--- config.mk ---
export PLATFORM = sky130hd
export DESIGN_NAME = rcsel_top
export DESIGN_NICKNAME = d
export VERILOG_FILES = /design/src/rcsel_pkg.sv /design/src/rcsel_top.sv
export VERILOG_INCLUDE_DIRS = /design/src
export SDC_FILE = /design/constraint.sdc
export NUM_CORES = 1
export LEC_CHECK = 0
export CAP_MARGIN = 0
export CORE_MARGIN = 10
export CORE_UTILIZATION = 46
export CTS_CLUSTER_DIAMETER = 60
export DETAILED_ROUTE_END_ITERATION = 12
export DONT_BUFFER_PORTS = 1
export GPL_TIMING_DRIVEN = 0
export MAX_ROUTING_LAYER = met4
export SYNTH_ARGS = -nofsm -noshare
export SYNTH_HDL_FRONTEND = slang
export SYNTH_SLANG_ARGS = --single-unit
--- constraint.sdc ---
create_clock -name aclk -period 4.2 [get_ports aclk]
set_input_delay 0.84 -clock aclk [delete_from_list [all_inputs] [get_ports aclk]]
set_output_delay 0.84 -clock aclk [all_outputs]
set_load 0.005 [all_outputs]
--- src/rcsel_regs.svh ---
// Purpose: register offsets, field positions and reset values for the reset and clock select block
// Assumes: AXI4-Lite, 32-bit words, byte addresses
// Notes:   all offsets are word aligned
`ifndef RCSEL_REGS_SVH
`define RCSEL_REGS_SVH

// ----------------------------------------
// register offsets
// ----------------------------------------
`define RCSEL_OFF_CTRL      4'h0
`define RCSEL_OFF_STATUS    4'h4
`define RCSEL_OFF_CLKSEL    4'h8

// ----------------------------------------
// control fields
// ----------------------------------------
`define RCSEL_CTRL_WDOG_EN  0
`define RCSEL_CTRL_MCLK_EN  1
`define RCSEL_CTRL_CMP_EN   2
`define RCSEL_CTRL_CNV_EN   3
`define RCSEL_CTRL_WDOG_LK  4
`define RCSEL_CTRL_SWRST    5
`define RCSEL_CTRL_RESET    6'h00

// ----------------------------------------
// clock select fields and reset release stretch count
// ----------------------------------------
`define RCSEL_CLKSEL_EXT    0
`define RCSEL_CLKSEL_RESET  1'h0
`define RCSEL_RST_STRETCH   4'h4

`endif

--- src/rcsel_pkg.sv ---
// Purpose: types shared by the reset and clock select block
// Assumes: nothing beyond the header
// Notes:   sequencer state encoding
package rcsel_pkg;
    typedef enum logic [1:0] {
        RCSEL_ST_RESET   = 2'b00,
        RCSEL_ST_RELEASE = 2'b01,
        RCSEL_ST_RUN     = 2'b10
    } rcsel_state_t;

    typedef enum logic [0:0] {
        RCSEL_CLK_INT = 1'b0,
        RCSEL_CLK_EXT = 1'b1
    } rcsel_clk_t;
endpackage

--- src/rcsel_top.sv ---
// Purpose: reset merging and system clock source selection
// Assumes: all source inputs synchronous to aclk, active high requests except the active low reset pin
// Notes:   the register bus keeps running through system reset so status stays readable
`timescale 1ns/10ps
`include "rcsel_regs.svh"

module rcsel_top (
    input  wire logic        aclk,
    input  wire logic        aresetn,
    input  wire logic        por_req,
    input  wire logic        monitor_enable_pin,
    input  wire logic        supply_low,
    input  wire logic        wdog_req,
    input  wire logic        mclk_req,
    input  wire logic        comparator_zero,
    input  wire logic        convert_start_pin,
    input  wire logic        rst_pin_n_i,
    output logic             rst_pin_n_o,
    output logic             rst_pin_oe,
    output logic             sys_rst_n,
    output rcsel_pkg::rcsel_clk_t clk_sel,
    output logic             wdog_run,
    input  wire logic [3:0]  s_axi_awaddr,
    input  wire logic        s_axi_awvalid,
    output logic             s_axi_awready,
    input  wire logic [31:0] s_axi_wdata,
    input  wire logic [3:0]  s_axi_wstrb,
    input  wire logic        s_axi_wvalid,
    output logic             s_axi_wready,
    output logic [1:0]       s_axi_bresp,
    output logic             s_axi_bvalid,
    input  wire logic        s_axi_bready,
    input  wire logic [3:0]  s_axi_araddr,
    input  wire logic        s_axi_arvalid,
    output logic             s_axi_arready,
    output logic [31:0]      s_axi_rdata,
    output logic [1:0]       s_axi_rresp,
    output logic             s_axi_rvalid,
    input  wire logic        s_axi_rready
);
    import rcsel_pkg::*;

    // ----------------------------------------
    // registers
    // ----------------------------------------
    logic [5:0]          ctrl_reg;
    logic [6:0]          cause_reg;
    logic                por_seen_reg;
    rcsel_state_t        state_reg;
    logic [3:0]          cnt_reg;
    logic                aw_hold_reg;
    logic                w_hold_reg;
    logic [3:0]          awaddr_reg;
    logic [31:0]         wdata_reg;
    // low strobe bit kept with the data, since the master may move wstrb after W is taken
    logic                wstrb0_reg;
    logic                wr_fire;
    logic                src_any;
    logic [6:0]          src_vec;

    // maskable sources; supply gated by the monitor enable pin, reset pin never masked
    always_comb begin
        src_vec[0] = supply_low & monitor_enable_pin;
        src_vec[1] = wdog_req & (ctrl_reg[`RCSEL_CTRL_WDOG_EN] | ctrl_reg[`RCSEL_CTRL_WDOG_LK]);
        src_vec[2] = mclk_req & ctrl_reg[`RCSEL_CTRL_MCLK_EN];
        src_vec[3] = comparator_zero & ctrl_reg[`RCSEL_CTRL_CMP_EN];
        src_vec[4] = ctrl_reg[`RCSEL_CTRL_SWRST];
        src_vec[5] = convert_start_pin & ctrl_reg[`RCSEL_CTRL_CNV_EN];
        src_vec[6] = ~rst_pin_n_i;
        src_any    = (|src_vec) | por_req;
    end

    // ----------------------------------------
    // reset sequencer
    // ----------------------------------------
    // stretched release on one edge
    always_ff @(posedge aclk) begin
        if (!aresetn) begin
            state_reg <= RCSEL_ST_RESET;
            cnt_reg   <= 4'h0;
            sys_rst_n <= 1'b0;
        end else begin
            case (state_reg)
                RCSEL_ST_RESET: begin
                    sys_rst_n <= 1'b0;
                    cnt_reg   <= 4'h0;
                    if (!src_any) begin
                        state_reg <= RCSEL_ST_RELEASE;
                    end
                end
                RCSEL_ST_RELEASE: begin
                    if (src_any) begin
                        state_reg <= RCSEL_ST_RESET;
                    end else if (cnt_reg == `RCSEL_RST_STRETCH) begin
                        state_reg <= RCSEL_ST_RUN;
                        sys_rst_n <= 1'b1;
                    end else begin
                        cnt_reg <= cnt_reg + 4'h1;
                    end
                end
                RCSEL_ST_RUN: begin
                    if (src_any) begin
                        state_reg <= RCSEL_ST_RESET;
                        sys_rst_n <= 1'b0;
                    end
                end
                default: begin
                    state_reg <= RCSEL_ST_RESET;
                    sys_rst_n <= 1'b0;
                end
            endcase
        end
    end

    // drive power-on reset out on the pin, open drain low
    always_ff @(posedge aclk) begin
        if (!aresetn) begin
            rst_pin_oe  <= 1'b1;
            rst_pin_n_o <= 1'b0;
        end else begin
            rst_pin_oe  <= por_req;
            rst_pin_n_o <= 1'b0;
        end
    end

    // cause bits are sticky; a fresh event wins over a clear
    always_ff @(posedge aclk) begin
        if (!aresetn) begin
            cause_reg    <= 7'h00;
            por_seen_reg <= 1'b0;
        end else begin
            if (wr_fire && awaddr_reg == `RCSEL_OFF_STATUS && wstrb0_reg) begin
                cause_reg    <= (cause_reg & ~wdata_reg[6:0]) | src_vec;
                por_seen_reg <= (por_seen_reg & ~wdata_reg[7]) | por_req;
            end else begin
                cause_reg    <= cause_reg | src_vec;
                por_seen_reg <= por_seen_reg | por_req;
            end
        end
    end

    // ----------------------------------------
    // control and clock select
    // ----------------------------------------
    always_ff @(posedge aclk) begin
        if (!aresetn || por_req) begin
            ctrl_reg <= `RCSEL_CTRL_RESET;
        end else if (!sys_rst_n) begin
            // lock survives non power-on resets; the soft reset bit self clears
            ctrl_reg <= ctrl_reg & 6'h10;
        end else if (wr_fire && awaddr_reg == `RCSEL_OFF_CTRL && wstrb0_reg) begin
            ctrl_reg[3:0] <= wdata_reg[3:0];
            ctrl_reg[`RCSEL_CTRL_SWRST] <= wdata_reg[`RCSEL_CTRL_SWRST];
            ctrl_reg[`RCSEL_CTRL_WDOG_LK] <= ctrl_reg[`RCSEL_CTRL_WDOG_LK] |
                                              wdata_reg[`RCSEL_CTRL_WDOG_LK];
        end
    end

    always_ff @(posedge aclk) begin
        if (!aresetn) begin
            clk_sel  <= RCSEL_CLK_INT;
            wdog_run <= 1'b0;
        end else begin
            wdog_run <= ctrl_reg[`RCSEL_CTRL_WDOG_EN] | ctrl_reg[`RCSEL_CTRL_WDOG_LK];
            // any reset returns to internal oscillator
            if (!sys_rst_n || src_any) begin
                clk_sel <= RCSEL_CLK_INT;
            end else if (wr_fire && awaddr_reg == `RCSEL_OFF_CLKSEL && wstrb0_reg) begin
                clk_sel <= rcsel_clk_t'(wdata_reg[`RCSEL_CLKSEL_EXT]);
            end
        end
    end

    // ----------------------------------------
    // axi4-lite slave
    // ----------------------------------------
    assign wr_fire = aw_hold_reg && w_hold_reg && !s_axi_bvalid;

    always_ff @(posedge aclk) begin
        if (!aresetn) begin
            aw_hold_reg   <= 1'b0;
            w_hold_reg    <= 1'b0;
            awaddr_reg    <= 4'h0;
            wdata_reg     <= 32'h0;
            wstrb0_reg    <= 1'b0;
            s_axi_awready <= 1'b0;
            s_axi_wready  <= 1'b0;
            s_axi_bvalid  <= 1'b0;
            s_axi_bresp   <= 2'h0;
        end else begin
            s_axi_awready <= !aw_hold_reg && !s_axi_awready && s_axi_awvalid;
            s_axi_wready  <= !w_hold_reg && !s_axi_wready && s_axi_wvalid;
            if (s_axi_awvalid && s_axi_awready) begin
                aw_hold_reg <= 1'b1;
                awaddr_reg  <= s_axi_awaddr;
            end
            if (s_axi_wvalid && s_axi_wready) begin
                w_hold_reg <= 1'b1;
                wdata_reg  <= s_axi_wdata;
                wstrb0_reg <= s_axi_wstrb[0];
            end
            if (wr_fire) begin
                aw_hold_reg  <= 1'b0;
                w_hold_reg   <= 1'b0;
                s_axi_bvalid <= 1'b1;
                s_axi_bresp  <= (awaddr_reg == `RCSEL_OFF_CTRL ||
                                 awaddr_reg == `RCSEL_OFF_STATUS ||
                                 awaddr_reg == `RCSEL_OFF_CLKSEL) ? 2'h0 : 2'h2;
            end else if (s_axi_bvalid && s_axi_bready) begin
                s_axi_bvalid <= 1'b0;
            end
        end
    end

    always_ff @(posedge aclk) begin
        if (!aresetn) begin
            s_axi_arready <= 1'b0;
            s_axi_rvalid  <= 1'b0;
            s_axi_rdata   <= 32'h0;
            s_axi_rresp   <= 2'h0;
        end else begin
            s_axi_arready <= !s_axi_arready && !s_axi_rvalid && s_axi_arvalid;
            if (s_axi_arvalid && s_axi_arready) begin
                s_axi_rvalid <= 1'b1;
                s_axi_rresp  <= 2'h0;
                case (s_axi_araddr)
                    `RCSEL_OFF_CTRL:   s_axi_rdata <= {26'h0, ctrl_reg};
                    `RCSEL_OFF_STATUS: s_axi_rdata <= {24'h0, por_seen_reg, cause_reg};
                    `RCSEL_OFF_CLKSEL: s_axi_rdata <= {31'h0, clk_sel};
                    default: begin
                        s_axi_rdata <= 32'h0;
                        s_axi_rresp <= 2'h2;
                    end
                endcase
            end else if (s_axi_rvalid && s_axi_rready) begin
                s_axi_rvalid <= 1'b0;
            end
        end
    end

    // ----------------------------------------
    // checks
    // ----------------------------------------
    a_reset_follows_src: assert property (@(posedge aclk) disable iff (!aresetn)
        src_any |=> !sys_rst_n) else $error("reset did not follow a source");
    a_pin_always_resets: assert property (@(posedge aclk) disable iff (!aresetn)
        !rst_pin_n_i |=> !sys_rst_n) else $error("reset pin was masked");
    a_monitor_by_pin: assert property (@(posedge aclk) disable iff (!aresetn)
        (supply_low && monitor_enable_pin) |=> !sys_rst_n) else $error("monitor ignored");
    a_por_drives_pin: assert property (@(posedge aclk) disable iff (!aresetn)
        por_req |=> (rst_pin_oe && !rst_pin_n_o)) else $error("por not driven on pin");
    a_lock_sticks: assert property (@(posedge aclk) disable iff (!aresetn)
        (ctrl_reg[`RCSEL_CTRL_WDOG_LK] && !por_req) |=> ctrl_reg[`RCSEL_CTRL_WDOG_LK])
        else $error("watchdog lock dropped");
    a_lock_runs_wdog: assert property (@(posedge aclk) disable iff (!aresetn)
        ctrl_reg[`RCSEL_CTRL_WDOG_LK] |=> wdog_run) else $error("locked watchdog stopped");
    a_clk_int_reset: assert property (@(posedge aclk) disable iff (!aresetn)
        !sys_rst_n |=> clk_sel == RCSEL_CLK_INT) else $error("clock not internal in reset");
    a_release_stretch: assert property (@(posedge aclk) disable iff (!aresetn)
        $rose(sys_rst_n) |-> $past(!src_any, 5)) else $error("release not stretched");
    a_clk_switch: assert property (@(posedge aclk) disable iff (!aresetn)
        (wr_fire && awaddr_reg == `RCSEL_OFF_CLKSEL && wstrb0_reg && sys_rst_n && !src_any)
        |=> clk_sel == rcsel_clk_t'($past(wdata_reg[0]))) else $error("clock switch lost");

endmodule // rcsel_top

==> flow_summary.json, run 1 <==
{
  "final_nets": 375,
  "die_width_um": 93.0,
  "synth_edf_count": 0,
  "cp.required_ns": 4.44,
  "grt-ovfl-total": 0,
  "fmax_ghz": 0.486,
  "root_buffer": "clkbuf_8",
  "wl_mm": 5.77,
  "finalSetupViolCount": 0,
  "grt_max_degree": 16,
  "synth_fa_ha_area_share_pct": 1.02,
  "p_per_area_mw_per_mm2": 344,
  "vias_per_cell": 4.93,
  "setup_tns_ns": 0,
  "synth-xor-area-share_pct": 0,
  "final_layout_size_suffix_gt1_share_pct": 14.0,
  "fillers": 527,
  "diodes": 0,
  "num_vias": 1897,
  "ys_warn_count": 0,
  "p_int_mw": 0.733,
  "avgSynthCellArea_sq_um": 8.72,
  "synth_top_family_by_area": "simple AND/OR/NAND/NOR gates",
  "cts.sinks": 54,
  "cap_violations": 0,
  "ys_seq_area_share_pct": 44.1,
  "gp_congestion": 0.805,
  "cts_hold_buffers": 0,
  "post-route-period-util_pct": 49.0,
  "grt_pass1_wl_mm": 9.29,
  "synth_area_sq_mm": 0.00245,
  "p_sw_share_pct": 22.4,
  "clkTransAtPathRegs_ns": 0.09,
  "slew_viol_final": 0,
  "dp_hpwl_mm": 4.51,
  "relSlewSlack_pct": 61.9,
  "die_h_um": 93.0,
  "crit_path_end_kind": "flip-flop",
  "coreArea_sq_mm": 0.00514,
  "tightest_slew_ns": 0.567,
  "drtPass1Iterations": 4,
  "fin_ws_ns": 2.14,
  "grt_pass1_vias": 1857,
  "layout_commonest_cell": "dfxtp_1",
  "h-tree-depth": 2,
  "ant_nets": 0,
  "synthMuxAreaShare_pct": 4.90,
  "ys.flop_type": "dfxtp_1",
  "antenna_found_initial": 0,
  "critPathMaxFanout": 10,
  "port-buffer-count": 0,
  "layout_common_cells": "54 x dfxtp_1, 36 x nand2_1, 33 x a21oi_1, 27 x buf_4, 27 x conb_1",
  "switching_power_mw": 0.211,
  "wl_per_cell_um": 15.0,
  "worstHoldPathType": "reg -> reg",
  "skew_ns": 0.00918,
  "num_rows": 26,
  "post-cts-setup-buffers": 0,
  "pin_count": 105,
  "clk_latency_ns": 0.31,
  "outcome": "completed",
  "clock_path_buffers": 2,
  "critical_path_class": "in -> reg",
  "synth_simple_gate_area_share_pct": 23.1,
  "area_growth_pct": 11.9,
  "synth_top_area_share_pct": 44.1,
  "multi_input_area_sq_mm": 0.00119,
  "synth_top_area_cell": "dfxtp_1",
  "power.share.sequential_pct": 56.4,
  "ys_ff_latch": 54,
  "route.detailed.drc": 0,
  "final-seq-area_sq_mm": 0.00108,
  "crit_arrival_ns": 2.29,
  "p_clk_share_pct": 36.3,
  "yosys.cell_types.count": 43,
  "drt_iter0_markers": 53,
  "grt_usage_pct": 13.7,
  "synth_compound_area_share_pct": 15.4,
  "fin_crit_ns": 2.06,
  "start_util_pct": 47.7,
  "synthArstFlopShare_pct": 0,
  "rsz0062_at_grt": "false",
  "netlist_instances": 281,
  "hold_violations": 0,
  "die_area_sq_mm": 0.00864,
  "ir_worst_vdd_v": 0.000206,
  "total_power_mw": 0.944,
  "start_kind": "primary input",
  "p_leak_nw": 1.02,
  "combinationalPowerShare_pct": 7.3,
  "cts_tree": "built",
  "pre_cts_ws_ns": 1.77,
  "cts_resized": 0,
  "cts_buffers": 5,
  "yosys-top-cells-area": "dfxtp_1 44%, buf_4 8.3%, a21oi_1 6.7%, nand2_1 5.5%, mux2i_1 4.9%"
}
## final cells by class
cell class                      count  area share [%]
Multi-Input combinational cell    207            43.4
Clock buffer                        7            2.78
Buffer                             40            9.27
Inverter                            6           0.822
Clock inverter                      1            1.10
Sequential cell                    54            39.4
Tap cell                           70            3.19
## routing by layer
metal | routed length (um) | GRT usage [%] | up-vias
met3 | 514 | 5.52 | 9
met1 | 2650 | 16.5 | 833
met2 | 2490 | 19.9 | 56
li1 | - | - | 999
met4 | 113 | 5.27 | 0
met5 | 0 | - | -
## power groups by stage
stage                     Clock (mW)  Combinational, mW  Sequential [mW]
after floorplan                    0             0.0578            0.541
after global placement             0             0.0678            0.545
after detailed placement           0             0.0680            0.545
after CTS                      0.354             0.0679            0.533
after global routing           0.373             0.0785            0.535
final                          0.342             0.0691            0.533
## Yosys cell counts (2+ instances only)
| cell type | number |
|---|---|
| nand4b_1 | 2 |
| nand2b_1 | 5 |
| a211oi_1 | 3 |
| nor4b_1 | 3 |
| nand3b_1 | 6 |
| dfxtp_1 | 54 |
| nor2_1 | 19 |
| o211ai_1 | 2 |
| o21ai_0 | 4 |
| a21oi_1 | 33 |
| nand3_1 | 9 |
| or4_1 | 4 |
| a21boi_1 | 2 |
| buf_4 | 27 |
| nand2_1 | 36 |
| a31oi_1 | 2 |
| ha_1 | 2 |
| mux2i_1 | 12 |
| clkbuf_1 | 10 |
| nand4_1 | 3 |
| inv_1 | 6 |
| o21a_1 | 2 |
| nor2b_1 | 2 |
| nor3_1 | 9 |
| a21bo_2 | 6 |
## cell families after synthesis
kind of cell	after synthesis
flip-flops	54
multiplexers	12
other	1
adder cells (fa/ha/maj)	2
buffers and inverters	46
AO/OA/AOI/OAI	60
AND/OR/NAND/NOR	106
## final timing paths
kind	from	end	slack, ns	cells past startpoint
hold reg to reg	aw_hold_reg	s_axi_awready	0.45	1
setup / recovery	comparator_zero	cnt_reg[3]	2.14	5
setup reg to reg	cnt_reg[0]	cnt_reg[3]	2.30	7
hold / removal	aw_hold_reg	s_axi_awready	0.45	1
## worst max-delay path, cell delays in order
cell	delay (ns)
a222oi_1	0.39
nand4_1	0.22
buf_2	0.23
or4_1	0.51
o211ai_1	0.10
## through the flow
stage          utilization [%]  std cells  hold WS [ns]  area, sq um
3_3_place_gp              51.3        377         0.445         2640
2_1_floorplan                -        307         0.423         2550
4_1_cts                   53.3        385         0.458         2740
5_1_grt                   53.3        385         0.473         2740
3_5_place_dp              51.3        377         0.449         2640
6_report                  53.3        385         0.448         2740
(Power assumes the default switching activity.)
==> run 2: changes to the inputs <==
==> constraint.sdc (replaced) <==
create_clock -name aclk -period 1.8 [get_ports aclk]
set_input_delay 0.36 -clock aclk [delete_from_list [all_inputs] [get_ports aclk]]
set_output_delay 0.36 -clock aclk [all_outputs]
set_load 0.005 [all_outputs]
==> run 2 against run 1 <==
Cell count grew 1.3%. Sequential power is 130% higher. Via count grew 2.0%. Largest power group unchanged. Clock-buffer cell count unchanged. Die area unchanged. First-iteration DRC count down 3.8%.
==> flow_summary.json, run 2 (synthesis gave the netlist of run 1 again) <==
{
  "relSlewSlack_pct": 61.3,
  "num_rows": 26,
  "worstPathCellList": "a222oi_1, nand4_1, buf_4, or4_1, a21oi_1",
  "port-buffer-count": 0,
  "hold_violations": 0,
  "pin_count": 105,
  "wl_per_cell_um": 15.1,
  "clk_latency_ns": 0.31,
  "utilization_pct": 54.5,
  "reg2reg_to": "cnt_reg[1]",
  "grt_usage_pct": 13.8,
  "wl_mm": 5.87,
  "drt_iter0_markers": 51,
  "skew_ns": 0.00931,
  "outcome": "completed",
  "diodes": 0,
  "cts_tree": "built",
  "critPathMaxFanout": 2,
  "hold_depth": 1,
  "fmax_ghz": 0.567,
  "crit_arrival_ns": 2.00,
  "cap_violations": 0,
  "layout_commonest_cell": "dfxtp_1",
  "p_leak_nw": 1.05,
  "pre_cts_ws_ns": -0.149,
  "gp_congestion": 0.805,
  "coreArea_sq_mm": 0.00514,
  "crit_slowest_cell": "a222oi_1",
  "final_nets": 380,
  "setup_tns_ns": 0,
  "cp.required_ns": 2.04,
  "area_growth_pct": 14.4,
  "route.detailed.drc": 0,
  "critPathMaxStageDelay_ns": 0.40,
  "drtPass1Iterations": 4,
  "hp-start": "rst_pin_n_i",
  "cts_hold_buffers": 0,
  "finalSetupViolCount": 0,
  "die_area_sq_mm": 0.00864,
  "hold_end": "cause_reg[6]",
  "cts.sinks": 54,
  "post-route-period-util_pct": 98.0,
  "dp_hpwl_mm": 4.51,
  "start_util_pct": 47.7,
  "worstHoldPathType": "in -> reg",
  "ant_nets": 0,
  "root_buffer": "clkbuf_8",
  "slew_viol_final": 0,
  "fin_crit_ns": 1.76,
  "die_width_um": 93.0,
  "die_h_um": 93.0,
  "clock_path_buffers": 2,
  "grt-ovfl-total": 0,
  "reg2reg_depth": 5,
  "cts_buffers": 5,
  "grt_max_degree": 16,
  "start_kind": "flip-flop",
  "clkTransAtPathRegs_ns": 0.10,
  "rsz0062_at_grt": "true",
  "final_layout_size_suffix_gt1_share_pct": 17.2,
  "critical_path_class": "reg -> reg",
  "antenna_found_initial": 0,
  "r2r_slack_ns": 0.04,
  "h-tree-depth": 2,
  "vias_per_cell": 4.96,
  "layout_common_cells": "51 x dfxtp_1, 36 x nand2_1, 33 x a21oi_1, 33 x buf_4, 27 x conb_1",
  "crit_path_end_kind": "flip-flop",
  "p_per_area_mw_per_mm2": 792,
  "num_vias": 1934,
  "tightest_slew_ns": 0.580,
  "grt_pass1_wl_mm": 9.41,
  "reg2reg_from": "ctrl_reg[2]",
  "hold_ws_ns": 0.130,
  "fin_ws_ns": 0.0367,
  "grt_pass1_vias": 1890,
  "ir_worst_vdd_v": 0.000481
}
==> run 2: cell type report <==
| class | instances | area (sq um) |
|---|---|---|
| tap | 70 | 87.6 |
| clock inverter | 1 | 30.0 |
| fill | 515 | 2340 |
| buffer | 39 | 256 |
| inverter | 6 | 22.5 |
| sequential | 54 | 1080 |
| timing repair buffer | 6 | 45.0 |
| multi-input combinational | 207 | 1200 |
| clock buffer | 7 | 76.3 |
==> run 2: how the worst max path moves through the flow <==
stage,from,to
detailed placement,aresetn,wdata_reg[1]
global route,cnt_reg[0],cnt_reg[3]
global placement,aresetn,s_axi_rdata[7]
finish,ctrl_reg[2],cnt_reg[1]
floorplan,cnt_reg[0],cnt_reg[3]
CTS,cnt_reg[0],cnt_reg[3]
==> run 2: repair_timing <==
action	CTS	global route
resized for setup	5	3
pin swaps	11	1
setup endpoints to repair	9	10
setup buffers	5	1
cloned	0	0
==> run 2: power breakdown <==
group,internal [mW],switching [mW],leakage (nW),total (mW)
registers,1.22,0.0243,0.439,1.24
logic,0.0815,0.0896,0.556,0.171
clock network,0.417,0.386,0.0524,0.803
total,1.72,0.500,1.05,2.22
==> run 2: metal layers <==
layer	share of wire (%)	wire, um	up-vias	global-route usage (%)
li1	-	-	1009	-
met1	46	2690	852	16.6
met2	43	2510	64	20.3
met3	9.3	549	9	5.52
met4	2.0	119	0	5.27
met5	0	0	-	-
==> run 2: critical path: cells and delay by family (launching register included) <==
family | cells | cell delay [ns]
AOI/OAI and AO/OA | 2 | 0.53
buffers and inverters | 1 | 0.20
and+or+nand+nor | 2 | 0.63
DFF | 1 | 0.33
==> run 2: stage by stage <==
step           cell area [sq um]  power, mW  std cells
2_1_floorplan               2550       1.40        307
3_3_place_gp                2640       1.43        377
3_5_place_dp                2640       1.43        377
4_1_cts                     2790       2.24        390
5_1_grt                     2800       2.31        390
6_report                    2800       2.22        390
==> run 3: changes to the inputs <==
--- a/config.mk
+++ b/config.mk
@@ -12,7 +12,6 @@
 export CTS_CLUSTER_DIAMETER = 60
 export DETAILED_ROUTE_END_ITERATION = 12
 export DONT_BUFFER_PORTS = 1
-export GPL_TIMING_DRIVEN = 0
 export MAX_ROUTING_LAYER = met4
 export SYNTH_ARGS = -nofsm -noshare
 export SYNTH_HDL_FRONTEND = slang
==> run 3 against run 2 <==
Sequential share of layout area rose by 3.1 points. Routed wire length fell by 5.2%. Critical path type unchanged. Clock-buffer cell count did not move. Fmax rose by 4.5%. Via count fell by 4.6%. Cell count fell by 8.2%. Clock power fell by 1%. Largest cell class unchanged. Core utilization fell by 4.2 points. Sequential power barely moved.
==> flow_summary.json, run 3 (synthesis gave the netlist of run 1 again) <==
{
  "antenna_found_initial": 0,
  "fin_crit_ns": 1.69,
  "start_kind": "flip-flop",
  "gp_congestion": 0.850,
  "die_area_sq_mm": 0.00864,
  "layout_common_cells": "53 x dfxtp_1, 36 x nand2_1, 33 x a21oi_1, 27 x conb_1, 19 x nor2_1",
  "cap_violations": 0,
  "outcome": "completed",
  "drt_iter0_markers": 84,
  "ir_worst_vdd_v": 0.000482,
  "wl_mm": 5.57,
  "final-seq-area_sq_mm": 0.00108,
  "drtPass1Iterations": 4,
  "grt_pass1_vias": 1794,
  "utilization_pct": 50.3,
  "reg2reg_from": "ctrl_reg[2]",
  "worstHoldPathType": "in -> reg",
  "cts_buffers": 5,
  "crit_arrival_ns": 1.92,
  "die_width_um": 93.0,
  "fin_ws_ns": 0.113,
  "skew_ns": 0.00634,
  "pre_cts_ws_ns": -0.0187,
  "finalSetupViolCount": 0,
  "area_growth_pct": 5.62,
  "wl_per_cell_um": 15.5,
  "port-buffer-count": 0,
  "critPathMaxFanout": 6,
  "layout_commonest_cell": "dfxtp_1",
  "grt_pass1_wl_mm": 8.98,
  "fillers": 519,
  "crit_path_end_kind": "flip-flop",
  "reg2reg_depth": 5,
  "clk_latency_ns": 0.30,
  "vias_per_cell": 5.15,
  "grt-ovfl-total": 0,
  "clkTransAtPathRegs_ns": 0.09,
  "route.detailed.drc": 0,
  "num_vias": 1845,
  "hold_violations": 0,
  "p_per_area_mw_per_mm2": 830,
  "h-tree-depth": 2,
  "final_nets": 348,
  "cts_tree": "built",
  "hold_depth": 1,
  "cts.sinks": 54,
  "reg2reg_to": "cnt_reg[2]",
  "rsz0062_at_grt": "false",
  "clock_path_buffers": 2,
  "diodes": 0,
  "ant_nets": 0,
  "hold_end": "cause_reg[6]",
  "r2r_slack_ns": 0.11,
  "root_buffer": "clkbuf_8",
  "coreArea_sq_mm": 0.00514,
  "die_h_um": 93.0,
  "grt_usage_pct": 13.1,
  "grt_max_degree": 22,
  "multi_input_area_sq_mm": 0.00119,
  "pin_count": 105,
  "p_leak_nw": 0.913,
  "cp.required_ns": 2.04,
  "place_area_sq_mm": 0.00246,
  "slew_viol_final": 0,
  "dp_hpwl_mm": 4.14,
  "hp-start": "rst_pin_n_i",
  "post-route-period-util_pct": 93.7,
  "final_cell_area_sq_mm": 0.00259,
  "total_power_mw": 2.15,
  "fmax_ghz": 0.593,
  "start_util_pct": 47.7,
  "final_layout_size_suffix_gt1_share_pct": 10.1,
  "critical_path_class": "reg -> reg",
  "num_rows": 26
}
==> run 3: layout make-up <==
cell class,instances,share of cell area [%]
clock buffers,7,2.95
clock inverters,1,1.16
inverters,6,0.870
multi-input cells,207,46.0
flip-flops and latches,54,41.8
well taps,70,3.38
repair buffers,13,3.82
==> run 3: power breakdown <==
part           switching, mW  internal (mW)
Clock                  0.377          0.417
Sequential            0.0260           1.22
Combinational         0.0687         0.0423
Total                  0.471           1.68
==> run 3: critical path, stage by stage, from the launching register on <==
cell	delay (ns)
dfxtp_1	0.32
a222oi_1	0.36
nand4_1	0.16
buf_6	0.16
or4_1	0.46
a31oi_1	0.16
==> run 3: how the worst max path moves through the flow <==
stage                  to            start  cells past startpoint  slack, ns
3_5_place_dp   cnt_reg[2]  comparator_zero                      5      -0.02
2_1_floorplan  cnt_reg[3]       cnt_reg[0]                      7       0.08
5_1_grt        cnt_reg[1]      ctrl_reg[2]                      5      0.003
4_1_cts        cnt_reg[2]      ctrl_reg[3]                      5       0.02
6_report       cnt_reg[2]      ctrl_reg[2]                      5       0.11
3_3_place_gp   cnt_reg[2]  comparator_zero                      5      0.005
==> run 3: through the flow <==
step | TNS [ns] | hold WS, ns | cells
3_3_place_gp | 0 | 0.447 | 347
5_1_grt | 0 | 0.121 | 358
3_5_place_dp | -0.0187 | 0.452 | 347
4_1_cts | 0 | 0.124 | 355
2_1_floorplan | 0 | 0.423 | 307
6_report | 0 | 0.134 | 358
==> run 3: what timing repair did <==
item | 4_1_cts | 5_1_grt
resized for setup | 0 | 2
buffers inserted | 0 | 3
endpoints found under the setup margin | 0 | 2
hold buffers | 0 | 0
==> run 3: metal layers <==
layer  track usage [%]  part of all wire, %
met1              16.0                   45
met2              18.9                   43
met3              5.60                   11
met4              4.63                  1.3
met5                 -                    0
